[src/ecc_pkg.sv]
// package: constants and types of the ejector cycle counters and display
// ==========================================================================
// ==========================================================================
package ecc_pkg;

	// ==================================================================
	// timing
	localparam int unsigned CLK_HZ    = 50_000_000;
	localparam int unsigned HOLD_S    = 3;
	localparam int unsigned HOLD_CYC  = HOLD_S * CLK_HZ;
	localparam int unsigned BLINK_MS  = 250;
	localparam int unsigned BLINK_CYC = BLINK_MS * (CLK_HZ / 1000);
	localparam int          TW        = 28;
	localparam int          BW        = 24;

	// ==================================================================
	// counters
	localparam int          CW        = 30;
	localparam int          NPAIR     = 3;
	localparam logic [29:0] CNT_MAX   = 30'h3B9AC9FF;
	localparam int          PR_SUCT   = 0;
	localparam int          PR_VALVE  = 1;
	localparam int          PR_MON    = 2;

	// ==================================================================
	// menu items: 0..2 totals, 3..5 erasable, then the rest
	localparam logic [3:0]  IT_FIRST  = 4'h0;
	localparam logic [3:0]  IT_NCNT   = 4'h6;
	localparam logic [3:0]  IT_RESET  = 4'h6;
	localparam logic [3:0]  IT_PART   = 4'h7;
	localparam logic [3:0]  IT_SERIAL = 4'h8;
	localparam logic [3:0]  IT_LAST   = 4'h8;

	// ==================================================================
	// display blocks and points, dp[2] is the leftmost point
	localparam logic [1:0]  BLK_UNITS = 2'h0;
	localparam logic [1:0]  BLK_MILL  = 2'h2;
	localparam logic [1:0]  BLK_PNEND = 2'h3;
	localparam logic [2:0]  DP_UNITS  = 3'h1;
	localparam logic [2:0]  DP_MILL   = 3'h4;
	localparam logic [2:0]  DP_NONE   = 3'h0;
	localparam logic [3:0][2:0] PN_DP = {3'h0, 3'h4, 3'h4, 3'h1};
	localparam logic [3:0]  DIG_BLANK = 4'hF;

	// ==================================================================
	// synchronised pin inputs
	localparam int          NIN       = 5;
	localparam int          IN_SUCT   = 0;
	localparam int          IN_UP     = 1;
	localparam int          IN_DOWN   = 2;
	localparam int          IN_OK     = 3;
	localparam int          IN_MENU   = 4;

	typedef enum logic [2:0] {
		ST_IDLE   = 3'b000,
		ST_BROWSE = 3'b001,
		ST_PIN    = 3'b010,
		ST_VIEW   = 3'b011,
		ST_FLASH  = 3'b100
	} ecc_state_t;

	typedef struct packed {
		logic [2:0][3:0] dig;
		logic [2:0]      dp;
		logic            blank;
	} ecc_disp_t;

	typedef struct packed {
		logic up;
		logic down;
		logic ok;
		logic menu;
	} ecc_btn_t;

	typedef logic [NPAIR-1:0][CW-1:0] ecc_cnt3_t;
	typedef logic [10:0][3:0]         ecc_pn_t;

endpackage

[src/ecc_counters_display.sv]
// module: event counters and paged three-digit readout of the ejector
`timescale 1ns/1ps
`default_nettype none

module ecc_counters_display #(
	parameter int unsigned HOLD_CYCLES  = ecc_pkg::HOLD_CYC,
	parameter int unsigned BLINK_CYCLES = ecc_pkg::BLINK_CYC
) (
	input  wire logic              clk,
	input  wire logic              rst,
	input  wire logic              suction_pin,
	input  wire logic              btn_up_pin,
	input  wire logic              btn_down_pin,
	input  wire logic              btn_ok_pin,
	input  wire logic              btn_menu_pin,
	input  wire logic              valve_switch,
	input  wire logic              condition_monitoring,
	input  wire logic              diag_out,
	input  wire logic              bus_clear,
	input  wire logic              pin_locked,
	input  wire logic              pin_ok,
	input  wire logic [26:0]       serial_num,
	input  wire ecc_pkg::ecc_pn_t  part_num,
	output var  ecc_pkg::ecc_disp_t display_q,
	output logic [3:0]             menu_item_q,
	output var  ecc_pkg::ecc_cnt3_t total_cnt_q,
	output var  ecc_pkg::ecc_cnt3_t erase_cnt_q
);
	import ecc_pkg::*;

	// ==================================================================
	// decimal conversion
	function automatic logic [35:0] ecc_bin2bcd(input logic [29:0] bin);
		logic [35:0] bcd;
		bcd = '0;
		for (int i = CW - 1; i >= 0; i--) begin
			for (int k = 0; k < 9; k++) begin
				if (bcd[k*4 +: 4] > 4'h4) begin
					bcd[k*4 +: 4] = bcd[k*4 +: 4] + 4'h3;
				end
			end
			bcd = {bcd[34:0], bin[i]};
		end
		return bcd;
	endfunction

	// ==================================================================
	// pin synchronisers and filtered levels
	logic [NIN-1:0][2:0] sync_q, sync_d;
	logic [NIN-1:0]      lvl_q, lvl_d, prev_q, prev_d;
	logic [NIN-1:0]      pins;
	logic                diag_q, diag_d;
	ecc_btn_t            held, prs;

	assign pins = {btn_menu_pin, btn_ok_pin, btn_down_pin, btn_up_pin,
		suction_pin};

	// a level counts only once the second and third stage agree
	for (genvar i = 0; i < NIN; i++) begin : g_sync
		always_comb begin
			sync_d[i] = {sync_q[i][1:0], pins[i]};
			lvl_d[i]  = (sync_q[i][1] == sync_q[i][2]) ? sync_q[i][2]
				: lvl_q[i];
			prev_d[i] = lvl_q[i];
		end
	end
	assign diag_d = diag_out;

	always_ff @(posedge clk) begin
		if (rst) begin
			sync_q <= '0;
			lvl_q  <= '0;
			prev_q <= '0;
			diag_q <= 1'b0;
		end else begin
			sync_q <= sync_d;
			lvl_q  <= lvl_d;
			prev_q <= prev_d;
			diag_q <= diag_d;
		end
	end

	assign held = '{up: lvl_q[IN_UP], down: lvl_q[IN_DOWN],
		ok: lvl_q[IN_OK], menu: lvl_q[IN_MENU]};
	assign prs = '{up: lvl_q[IN_UP] & ~prev_q[IN_UP],
		down: lvl_q[IN_DOWN] & ~prev_q[IN_DOWN],
		ok: lvl_q[IN_OK] & ~prev_q[IN_OK],
		menu: lvl_q[IN_MENU] & ~prev_q[IN_MENU]};

	// ==================================================================
	// counter pairs
	logic [NPAIR-1:0] ev;
	logic             panel_clr, clr_all;
	ecc_cnt3_t        total_cnt_d, erase_cnt_d;

	assign ev[PR_SUCT]  = lvl_q[IN_SUCT] & ~prev_q[IN_SUCT];
	assign ev[PR_VALVE] = valve_switch;
	assign ev[PR_MON]   = condition_monitoring | (diag_out & ~diag_q);
	assign clr_all      = panel_clr | bus_clear;

	// counts stop at nine digits rather than wrap to a small value
	always_comb begin
		for (int p = 0; p < NPAIR; p++) begin
			total_cnt_d[p] = total_cnt_q[p];
			erase_cnt_d[p] = erase_cnt_q[p];
			if (ev[p] && total_cnt_q[p] != CNT_MAX) begin
				total_cnt_d[p] = total_cnt_q[p] + 30'h1;
			end
			// an event in the clear cycle survives as a count of one
			if (clr_all) begin
				erase_cnt_d[p] = {29'h0, ev[p]};
			end else if (ev[p] && erase_cnt_q[p] != CNT_MAX) begin
				erase_cnt_d[p] = erase_cnt_q[p] + 30'h1;
			end
		end
	end

	always_ff @(posedge clk) begin
		if (rst) begin
			total_cnt_q <= '0;
			erase_cnt_q <= '0;
		end else begin
			total_cnt_q <= total_cnt_d;
			erase_cnt_q <= erase_cnt_d;
		end
	end

	// ==================================================================
	// menu state machine
	ecc_state_t  st_q, st_d;
	logic [3:0]  sel_d;
	logic [1:0]  blk_q, blk_d;
	logic [TW-1:0] tmr_q, tmr_d, hold_last;

	assign hold_last = HOLD_CYCLES[TW-1:0] - 28'h1;

	always_comb begin
		st_d      = st_q;
		sel_d     = menu_item_q;
		blk_d     = blk_q;
		tmr_d     = '0;
		panel_clr = 1'b0;
		case (st_q)
			ST_IDLE: begin
				if (held.up && held.down) begin
					tmr_d = tmr_q + 28'h1;
					if (tmr_q == hold_last) begin
						st_d  = ST_BROWSE;
						sel_d = IT_FIRST;
						tmr_d = '0;
					end
				end
			end
			ST_BROWSE: begin
				if (prs.menu) begin
					st_d = ST_IDLE;
				end else if (menu_item_q == IT_RESET && held.ok) begin
					tmr_d = tmr_q + 28'h1;
					if (tmr_q == hold_last) begin
						st_d  = ST_FLASH;
						tmr_d = '0;
					end
				end else if (prs.ok) begin
					st_d  = pin_locked ? ST_PIN : ST_VIEW;
					blk_d = (menu_item_q == IT_SERIAL) ? BLK_MILL
						: BLK_UNITS;
				end else if (prs.up) begin
					sel_d = (menu_item_q == IT_LAST) ? IT_FIRST
						: menu_item_q + 4'h1;
				end else if (prs.down) begin
					sel_d = (menu_item_q == IT_FIRST) ? IT_LAST
						: menu_item_q - 4'h1;
				end
			end
			ST_PIN: begin
				if (prs.menu) begin
					st_d = ST_BROWSE;
				end else if (pin_ok) begin
					st_d = ST_VIEW;
				end
			end
			ST_VIEW: begin
				if (prs.menu) begin
					st_d = ST_BROWSE;
				end else if (menu_item_q == IT_PART) begin
					if (prs.down && blk_q != BLK_PNEND) begin
						blk_d = blk_q + 2'h1;
					end else if (prs.up && blk_q != BLK_UNITS) begin
						blk_d = blk_q - 2'h1;
					end
				end else if (prs.up && blk_q != BLK_MILL) begin
					blk_d = blk_q + 2'h1;
				end else if (prs.down && blk_q != BLK_UNITS) begin
					blk_d = blk_q - 2'h1;
				end
			end
			ST_FLASH: begin
				tmr_d = tmr_q + 28'h1;
				if (tmr_q == hold_last) begin
					panel_clr = 1'b1;
					st_d      = ST_BROWSE;
					tmr_d     = '0;
				end
			end
			default: begin
				st_d = ST_IDLE;
			end
		endcase
	end

	always_ff @(posedge clk) begin
		if (rst) begin
			st_q        <= ST_IDLE;
			menu_item_q <= IT_FIRST;
			blk_q       <= BLK_UNITS;
			tmr_q       <= '0;
		end else begin
			st_q        <= st_d;
			menu_item_q <= sel_d;
			blk_q       <= blk_d;
			tmr_q       <= tmr_d;
		end
	end

	// ==================================================================
	// flash blinker and display drive
	logic [BW-1:0] blink_q, blink_d;
	logic          blank_q, blank_d;
	logic [29:0]   val;
	logic [35:0]   bcd;
	ecc_disp_t     display_d;

	always_comb begin
		blink_d = '0;
		blank_d = 1'b0;
		if (st_q == ST_FLASH) begin
			blink_d = blink_q + 24'h1;
			blank_d = blank_q;
			if (blink_q == BLINK_CYCLES[BW-1:0] - 24'h1) begin
				blink_d = '0;
				blank_d = ~blank_q;
			end
		end
	end

	always_ff @(posedge clk) begin
		if (rst) begin
			blink_q <= '0;
			blank_q <= 1'b0;
		end else begin
			blink_q <= blink_d;
			blank_q <= blank_d;
		end
	end

	// one shared converter; the selected value is converted again every cycle
	always_comb begin
		val = '0;
		if (menu_item_q == IT_SERIAL) begin
			val = {3'h0, serial_num};
		end else if (menu_item_q < IT_NCNT) begin
			val = (menu_item_q >= 4'h3) ? erase_cnt_q[menu_item_q - 4'h3]
				: total_cnt_q[menu_item_q[1:0]];
		end
		bcd = ecc_bin2bcd(val);
		display_d.dig   = {DIG_BLANK, DIG_BLANK, DIG_BLANK};
		display_d.dp    = DP_NONE;
		display_d.blank = 1'b0;
		case (st_q)
			ST_VIEW: begin
				if (menu_item_q == IT_PART) begin
					display_d.dp = PN_DP[blk_q];
					case (blk_q)
						2'h0: display_d.dig = {DIG_BLANK, part_num[10],
							part_num[9]};
						2'h1: display_d.dig = part_num[8:6];
						2'h2: display_d.dig = part_num[5:3];
						default: display_d.dig = part_num[2:0];
					endcase
				end else begin
					display_d.dig = bcd[blk_q*12 +: 12];
					display_d.dp  = DP_UNITS << blk_q;
				end
			end
			ST_FLASH: begin
				display_d.blank = blank_q;
			end
			default: begin
				display_d.blank = 1'b0;
			end
		endcase
	end

	always_ff @(posedge clk) begin
		if (rst) begin
			display_q <= '{dig: {DIG_BLANK, DIG_BLANK, DIG_BLANK},
				dp: DP_NONE, blank: 1'b0};
		end else begin
			display_q <= display_d;
		end
	end

	// ==================================================================
	// checks
	a_suction_counts: assert property (@(posedge clk) disable iff (rst)
		(!prev_q[IN_SUCT] && lvl_q[IN_SUCT] && total_cnt_q[PR_SUCT] != CNT_MAX)
		|=> total_cnt_q[PR_SUCT] == $past(total_cnt_q[PR_SUCT]) + 30'h1)
		else $error("suction pulse not counted");
	a_valve_counts: assert property (@(posedge clk) disable iff (rst)
		(valve_switch && total_cnt_q[PR_VALVE] != CNT_MAX)
		|=> total_cnt_q[PR_VALVE] == $past(total_cnt_q[PR_VALVE]) + 30'h1)
		else $error("valve switching not counted");
	a_diag_counts: assert property (@(posedge clk) disable iff (rst)
		($rose(diag_out) && total_cnt_q[PR_MON] != CNT_MAX)
		|=> total_cnt_q[PR_MON] == $past(total_cnt_q[PR_MON]) + 30'h1)
		else $error("diagnostics activation not counted");
	a_pair_together: assert property (@(posedge clk) disable iff (rst)
		(ev[PR_VALVE] && !clr_all && erase_cnt_q[PR_VALVE] != CNT_MAX)
		|=> erase_cnt_q[PR_VALVE] == $past(erase_cnt_q[PR_VALVE]) + 30'h1)
		else $error("erasable twin did not step");
	a_total_kept: assert property (@(posedge clk) disable iff (rst)
		clr_all |=> total_cnt_q[PR_SUCT] >= $past(total_cnt_q[PR_SUCT]))
		else $error("total counter was cleared");
	a_erase_zero: assert property (@(posedge clk) disable iff (rst)
		(bus_clear && !ev[PR_SUCT]) |=> erase_cnt_q[PR_SUCT] == '0)
		else $error("erasable counter not zeroed");
	a_flash_then_clear: assert property (@(posedge clk) disable iff (rst)
		(st_q == ST_FLASH && tmr_q == hold_last && !ev[PR_MON])
		|=> st_q == ST_BROWSE && erase_cnt_q[PR_MON] == '0)
		else $error("panel clear did not zero counters");
	a_counter_opens: assert property (@(posedge clk) disable iff (rst)
		(st_q == ST_BROWSE && prs.ok && !prs.menu && !pin_locked
		&& menu_item_q < IT_NCNT) |-> ##2 display_q.dp == DP_UNITS)
		else $error("counter view did not open on units");
	a_block_step: assert property (@(posedge clk) disable iff (rst)
		(st_q == ST_VIEW && menu_item_q < IT_NCNT && blk_q == BLK_UNITS
		&& prs.up && !prs.menu) |=> blk_q == 2'h1)
		else $error("up did not page to thousands");
	a_serial_opens: assert property (@(posedge clk) disable iff (rst)
		(st_q == ST_BROWSE && prs.ok && !prs.menu && !pin_locked
		&& menu_item_q == IT_SERIAL) |-> ##2 display_q.dp == DP_MILL)
		else $error("serial view did not open on millions");
	a_part_first: assert property (@(posedge clk) disable iff (rst)
		(st_q == ST_VIEW && menu_item_q == IT_PART && blk_q == BLK_UNITS)
		|=> display_q.dig[1] == $past(part_num[10])
		&& display_q.dp == PN_DP[0])
		else $error("part number does not open on first digits");
	a_pin_gate: assert property (@(posedge clk) disable iff (rst)
		(st_q == ST_PIN && !pin_ok) |=> st_q != ST_VIEW)
		else $error("view shown without PIN");

endmodule // ecc_counters_display

`default_nettype wire

[config.mk]
export PLATFORM = sky130hd
export DESIGN_NAME = ecc_counters_display
export DESIGN_NICKNAME = d
export VERILOG_FILES = /design/src/ecc_pkg.sv /design/src/ecc_counters_display.sv
export SDC_FILE = /design/constraint.sdc
export NUM_CORES = 1
export LEC_CHECK = 0
export BUFFER_PORTS_ARGS = -buffer_cell sky130_fd_sc_hd__buf_2
export CAP_MARGIN = 5
export CORE_MARGIN = 2
export CORE_UTILIZATION = 61
export CTS_CLUSTER_DIAMETER = 120
export DETAILED_ROUTE_END_ITERATION = 6
export PLACE_DENSITY = 0.87
export SETUP_SLACK_MARGIN = 0.05
export SLEW_MARGIN = 20
export SYNTH_ARGS = -nofsm -noshare
export SYNTH_HDL_FRONTEND = slang
export SYNTH_SLANG_ARGS = --single-unit
[constraint.sdc]
create_clock -name clk -period 34 [get_ports clk]
set_clock_uncertainty 0.05 [all_clocks]
set_input_delay 1.7 -clock clk [delete_from_list [all_inputs] [get_ports clk]]
set_output_delay 1.7 -clock clk [all_outputs]
set_load 0.05 [all_outputs]
After elaboration in Yosys (flattened, before gate mapping)

Index checks and enable logic that the tools add are counted.

Flip-flop bits (word level): 284
Input port bits: 84
Output and inout bits: 200

Add/subtract/negate cells: 148
$mul: 1
$lt $le $gt $ge: 140
Eq/ne operators: 38
Shift operators: 2
Muxes and demuxes: 191
Bitwise gates (word level): 17
Reductions and logical operators: 28

Operators by type and width:

| kind                  | count |
|---|---|
| $mux 4                | 141 |
| $gt 4x3->1 const B    | 126 |
| $add 4x2->4 const B   | 124 |
| $add 30x1->30 const B | 6 |
| $ne 30x30->1 const B  | 6 |
| $mux 30               | 5 |
| $bmux 30 s2           | 2 |
| $mux 28               | 4 |
| $pmux 28 s3           | 1 |
| $mux 3                | 13 |
| $pmux 12 s3           | 1 |
| $shiftx 36x7->12      | 1 |
| $add 3x2->4 const B   | 8 |
| $add 28x1->28 const B | 1 |
| $eq 28x28->1 const B  | 1 |
| $gt 3x3->1 const B    | 9 |
| $add 24x1->24 const B | 1 |
| $eq 24x24->1 const B  | 1 |
| $mux 2                | 10 |
| $ne 2x2->1 const B    | 10 |
| $ne 4x4->1 const B    | 4 |
| $mux 15               | 1 |
| $pmux 3 s5            | 1 |
| $reduce_and 7->1      | 2 |
| 35 further kinds      | 86 |

Logic depth before layout (Yosys ltp)

Depth in word-level cells: 62
Gate-level depth with buffers: 156
Mapped depth without buffers: 135

Worst setup path before layout

No wires, ideal clock.

Path type: reg-to-reg
Start point: register menu_item_q[0]
End point: register display_q[6] in the netlist's numbering
Library setup time: 83 ps
Arrival time: 30679 ps
Required time: 33867 ps
Path slack: 3188 ps
Stages on the path, launching flop included: 149
Path buffers: 24
Clock period less this slack: 30812 ps
Cell sequence: dfxtp_1 -> buf_4 -> buf_2 -> clkinv_1 -> clkbuf_1 -> clkbuf_1 -> clkbuf_1 -> buf_1 -> clkbuf_1 -> buf_1 -> clkbuf_1 -> ha_1 -> buf_2 -> buf_2 -> buf_1 -> buf_1 -> nor3b_1 -> nor3_1 -> [113 not listed] -> o2111ai_1 -> xnor2_1 -> ha_1 -> clkbuf_1 -> nor2_1 -> mux2i_1 -> ha_1 -> inv_1 -> a211oi_1 -> o2111ai_1 -> o2111a_1 -> o221a_2 -> xor2_1 -> ha_1 -> inv_1 -> a21oi_1 -> mux2_1 -> o221ai_1

Longest elaborated chain between the ends: 62
Elaborated cells on any way between the ends: 419
Those cells by class: 136 x add/sub; 137 x order compare; 2 x eq/ne; 1 x shift; 143 x mux

RTL lines:

| what                                             | line                                                   | RTL |
|---|---|---|
| start: declaration                               | ecc_counters_display.sv:25                             | `output logic [3:0] menu_item_q,` |
| start signal: assignment                         | ecc_counters_display.sv:219                            | `menu_item_q <= sel_d;` |
| $sub 4x2->4                                      | ecc_counters_display.sv:262                            | `val = (menu_item_q >= 4'h3) ? erase_cnt_q[menu_item_q - 4'h3]` |
| $bmux 30 s2                                      | ecc_counters_display.sv:262                            |  |
| $mux 30 (not written as such)                    | ecc_counters_display.sv:262                            |  |
| $mux 30                                          | ecc_counters_display.sv:262                            |  |
| $mux 30                                          | ecc_counters_display.sv:261                            | `end else if (menu_item_q < IT_NCNT) begin` |
| $mux 30                                          | ecc_counters_display.sv:259                            | `if (menu_item_q == IT_SERIAL) begin` |
| $add 3x2->4 / $gt 3x3->1 (equally long branches) | ecc_counters_display.sv:39, ecc_counters_display.sv:38 |  |
| $mux 4                                           | ecc_counters_display.sv:38                             | `if (bcd[k*4 +: 4] > 4'h4) begin` |
| [46 not listed]                                  | -                                                      |  |
| $add 4x2->4 (tied with other cells)              | ecc_counters_display.sv:39                             | `bcd[k*4 +: 4] = bcd[k*4 +: 4] + 4'h3;` |
| $mux 4 / $mux 3 (equally long branches)          | ecc_counters_display.sv:38                             |  |
| $add 4x2->4 (tied with other cells)              | ecc_counters_display.sv:39                             |  |
| $mux 4 / $mux 3 (equally long branches)          | ecc_counters_display.sv:38                             |  |
| $add 4x2->4 (tied with other cells)              | ecc_counters_display.sv:39                             |  |
| $mux 4 / $mux 3 (equally long branches)          | ecc_counters_display.sv:38                             |  |
| $shiftx 36x7->12                                 | ecc_counters_display.sv:281                            | `display_d.dig = bcd[blk_q*12 +: 12];` |
| $mux 15 *                                        | ecc_counters_display.sv:271                            | `if (menu_item_q == IT_PART) begin` |
| end signal: assignment                           | ecc_counters_display.sv:296                            | `display_q <= '{dig: {DIG_BLANK, DIG_BLANK, DIG_BLANK},` |
| end signal: assignment                           | ecc_counters_display.sv:299                            | `display_q <= display_d;` |
| end: declaration                                 | ecc_counters_display.sv:24                             | `output var ecc_pkg::ecc_disp_t display_q,` |

Mark *: on every way between the ends. The rest lies on a longest branch, timed or not. The select of a mux whose other input is x is not followed.
A chain may end at the register's enable or synchronous reset.

Worst setup path in the final report

Ends and elaborated chain as after synthesis.

==> impl_metrics.csv <==
group,metric,value,unit
status,run_status,"finished, final reports clean",
cts,root_buffer,"clkbuf_16",
yosys,syn_nets,5084,
setup_path,arrival,32060,ps
routing,firstDrtPassIters,7,
cells_and_area,area_growth,7.272,%
cts,cts_setup_buffers,0,
setup_path,path_max_fanout,26,
yosys,synth_top_flop_cell,"dfxtp_1",
min_path,min_from,"sync_d[1]",
yosys,async_reset_ff_share,0,%
yosys,seq_area_frac_synth,15.99,%
timing,finalCriticalPeriod,31600,ps
global_route,track_usage,33.74,%
yosys,netlist_area,0.03556,mm²
min_path,whs_path_depth,1,
setup_path,worstReg2RegEnd,"display_q[6]",
cts,cts.htree.levels,1,
yosys,netlist_instances,4849,
setup_path,max_stage_delay,580,ps
die,core-area,0.05770,mm²
die,io_pins,284,
cells_and_area,drive_above_1_share,12.94,%
setup_path,cp_slowest_cell,"xnor2_1",
global_route,grt_max_degree,88,
placed_design,place_congestion,1.024,
placed_design,placed_area,0.03708,mm²
die,rows,88,
cells_and_area,multi_input_area,0.02833,mm²
yosys,synth_edf_count,0,
routing,drt-initial-drc-count,4437,
min_path,hold_class,"reg -> reg",
timing,fin_crit_sh,92.94,%
timing,maxSlewViolCount,0,
timing,setup_viol,0,
setup_path,critical_path_required,34460,ps
cells_and_area,seqCellArea,0.005689,mm²
global_route,grt_pass1_wl,175.2,mm
yosys,ys.warnings.count,0,
global_route,grt-ovfl-total,0,
cts,cts_resized,0,
routing,ant_nets,0,
routing,drt-total-wl,108.6,mm
timing,fmaxAchievable,0.03165,GHz
cts,cts_hold_buf,0,
cts,cts_tree,"done",
global_route,antenna_found_initial,5,
setup_path,start_kind,"register",
pwr,total_power,694.1,µW
cts,insertion_delay,600,ps
pwr,power.density,18.19,mW/mm²
die,dieHeight,245.5,µm
placed_design,hpwl,80.21,mm
cts,clk_pin_slew,70,ps
die,die_area,0.06025,mm²
min_path,min_to,"sync_d[2]",
cells_and_area,layout_common_cells,"nor2_1, nand2_1, a21oi_1",
routing,routedWlPerCell,18.95,µm
timing,hold_viol,0,
routing,drc_errors,0,
global_route,grt_pass1_vias,34746,
cells_and_area,fillerInstances,4910,
yosys,syn_area_per_cell,7.334,µm²
pwr,p_leak,14.30,nW
timing,relSlewSlack,29.39,%
setup_path,cpMostUsedCell,"ha_1",
timing,tightest_slew,1030,ps
cts,cts_buffer_depth,3,
cells_and_area,fin_nets,5175,
timing,rsz0062_at_grt,"yes",
routing,via_count,39388,
setup_path,r2r_cells,127,
setup_path,critPathKind,"reg -> reg",
setup_path,timing.rr.start,"menu_item_q[0]",
cells_and_area,layout_commonest_cell,"nor2_1",
cells_and_area,final_area,0.03815,mm²
die,initial_utilization,61.64,%
die,die_x,245.5,µm
cts,clock-sinks,284,
yosys,synth_cell_type_count,147,
run,drv_cap,0,
placed_design,io_buffers,283,
setup_path,crit_path_start,"menu_item_q[0]",
timing,tns,0,ps
setup_path,r2r_setup_slack,2400,ps
cts,cts_buffers,28,
yosys,synth_seq_cells,284,
routing,vias_per_cell,6.873,
setup_path,end_kind,"register",
pwr,peakVddDrop,0.04170,mV
[per-stage QoR]
stage	std cells	setup slack (ps)	hold slack [ps]	utilization (%)
final	5731	2400	388.9	66.12
after CTS	5726	2142	390.8	65.99
after global routing	5729	-63.61	404.6	66.11
after floorplan	4849	3188	363.8	-
after detailed placement	5675	2287	375.6	64.27
after global placement	5675	3384	370.7	64.27
[metal layers]
layer,part of all wire [%],vias to the layer above,GRT usage [%]
met5,0.023,-,0
li1,-,18640,-
met3,8.7,362,4.376
met4,4.0,4,11.87
met2,45,2013,55.65
met1,42,18369,45.07
[sequential cells by signal, indices dropped and copies added, names as in the netlist]
name and cells:
display_q 16, st_q 3, erase_cnt_q 90, total_cnt_q 90, blink_q 24, menu_item_q 4
sync_q 5, diag_q 1, prev_q 5, blank_q 1, blk_q 2, tmr_q 28
sync_d 10, lvl_q 5
[logic make-up after synthesis]
| family | count (synthesis) | share of synthesized area (%) |
|---|---|---|
| AND/OR/NAND/NOR | 2005 | 28.07 |
| XOR/XNOR | 307 | 7.702 |
| AO/OA/AOI/OAI | 1468 | 31.04 |
| multiplexers | 237 | 7.163 |
| buffers and inverters | 392 | 4.588 |
| flip-flops | 284 | 15.99 |
| adder cells (fa/ha/maj) | 156 | 5.453 |
[cells in the mapped netlist (all sizes together), types with 55 or more instances]
| cell type | number | area share (%) |
|---|---|---|
| mux2i | 152 | 4.3 |
| mux2 | 83 | 2.7 |
| o211ai | 80 | 1.8 |
| nand4 | 103 | 1.8 |
| a31oi | 57 | 1.0 |
| ha | 151 | 5.3 |
| nor2 | 570 | 6.0 |
| nor3 | 158 | 2.4 |
| a21oi | 305 | 4.5 |
| buf | 107 | 1.6 |
| a211oi | 89 | 2.1 |
| nor2b | 55 | 0.97 |
| o21ai | 242 | 3.5 |
| and3 | 96 | 1.7 |
| xnor2 | 133 | 3.3 |
| clkbuf | 142 | 1.5 |
| xor2 | 172 | 4.3 |
| nand3 | 196 | 2.8 |
| o221ai | 55 | 1.4 |
| or3 | 67 | 1.2 |
| and2 | 61 | 1.1 |
| inv | 140 | 1.5 |
| nand2 | 432 | 4.6 |
| nor4 | 66 | 1.3 |
| dfxtp | 284 | 16 |
[where the power goes]
part           switching, mW  internal [mW]  leakage, nW
logic                 0.0133        0.00687         11.5
registers            0.00211          0.334         2.29
clock network          0.144          0.194        0.482
total                  0.159          0.535         14.3
[layout make-up]
type,count,area share (%)
clock buffers,36,2.047
repair buffers,310,4.251
multi-input cells,4173,74.27
diodes,5,0.03280
flip-flops and latches,284,14.91
inverters,143,1.420
well taps,765,2.509
clock inverters,15,0.5608
[worst max-delay path by stage]
stage,to,slack [ps]
floorplan,display_q[6],3190
global placement,display_q[6],3380
detailed placement,display_q[10],2290
CTS,display_q[10],2140
global route,display_q[11],-60
finish,display_q[6],2400
[worst max-delay path: cells and delay by family (launching register included)]
| family | cells | cell delay (ps) |
|---|---|---|
| compound gates | 38 | 8890 |
| xor+xnor | 11 | 3080 |
| fa+ha+maj | 28 | 9060 |
| buf+inv | 16 | 2090 |
| flops | 1 | 450 |
| mux | 7 | 2160 |
| simple gates | 27 | 5630 |
Note: power is estimated with default switching activity, not from simulation.
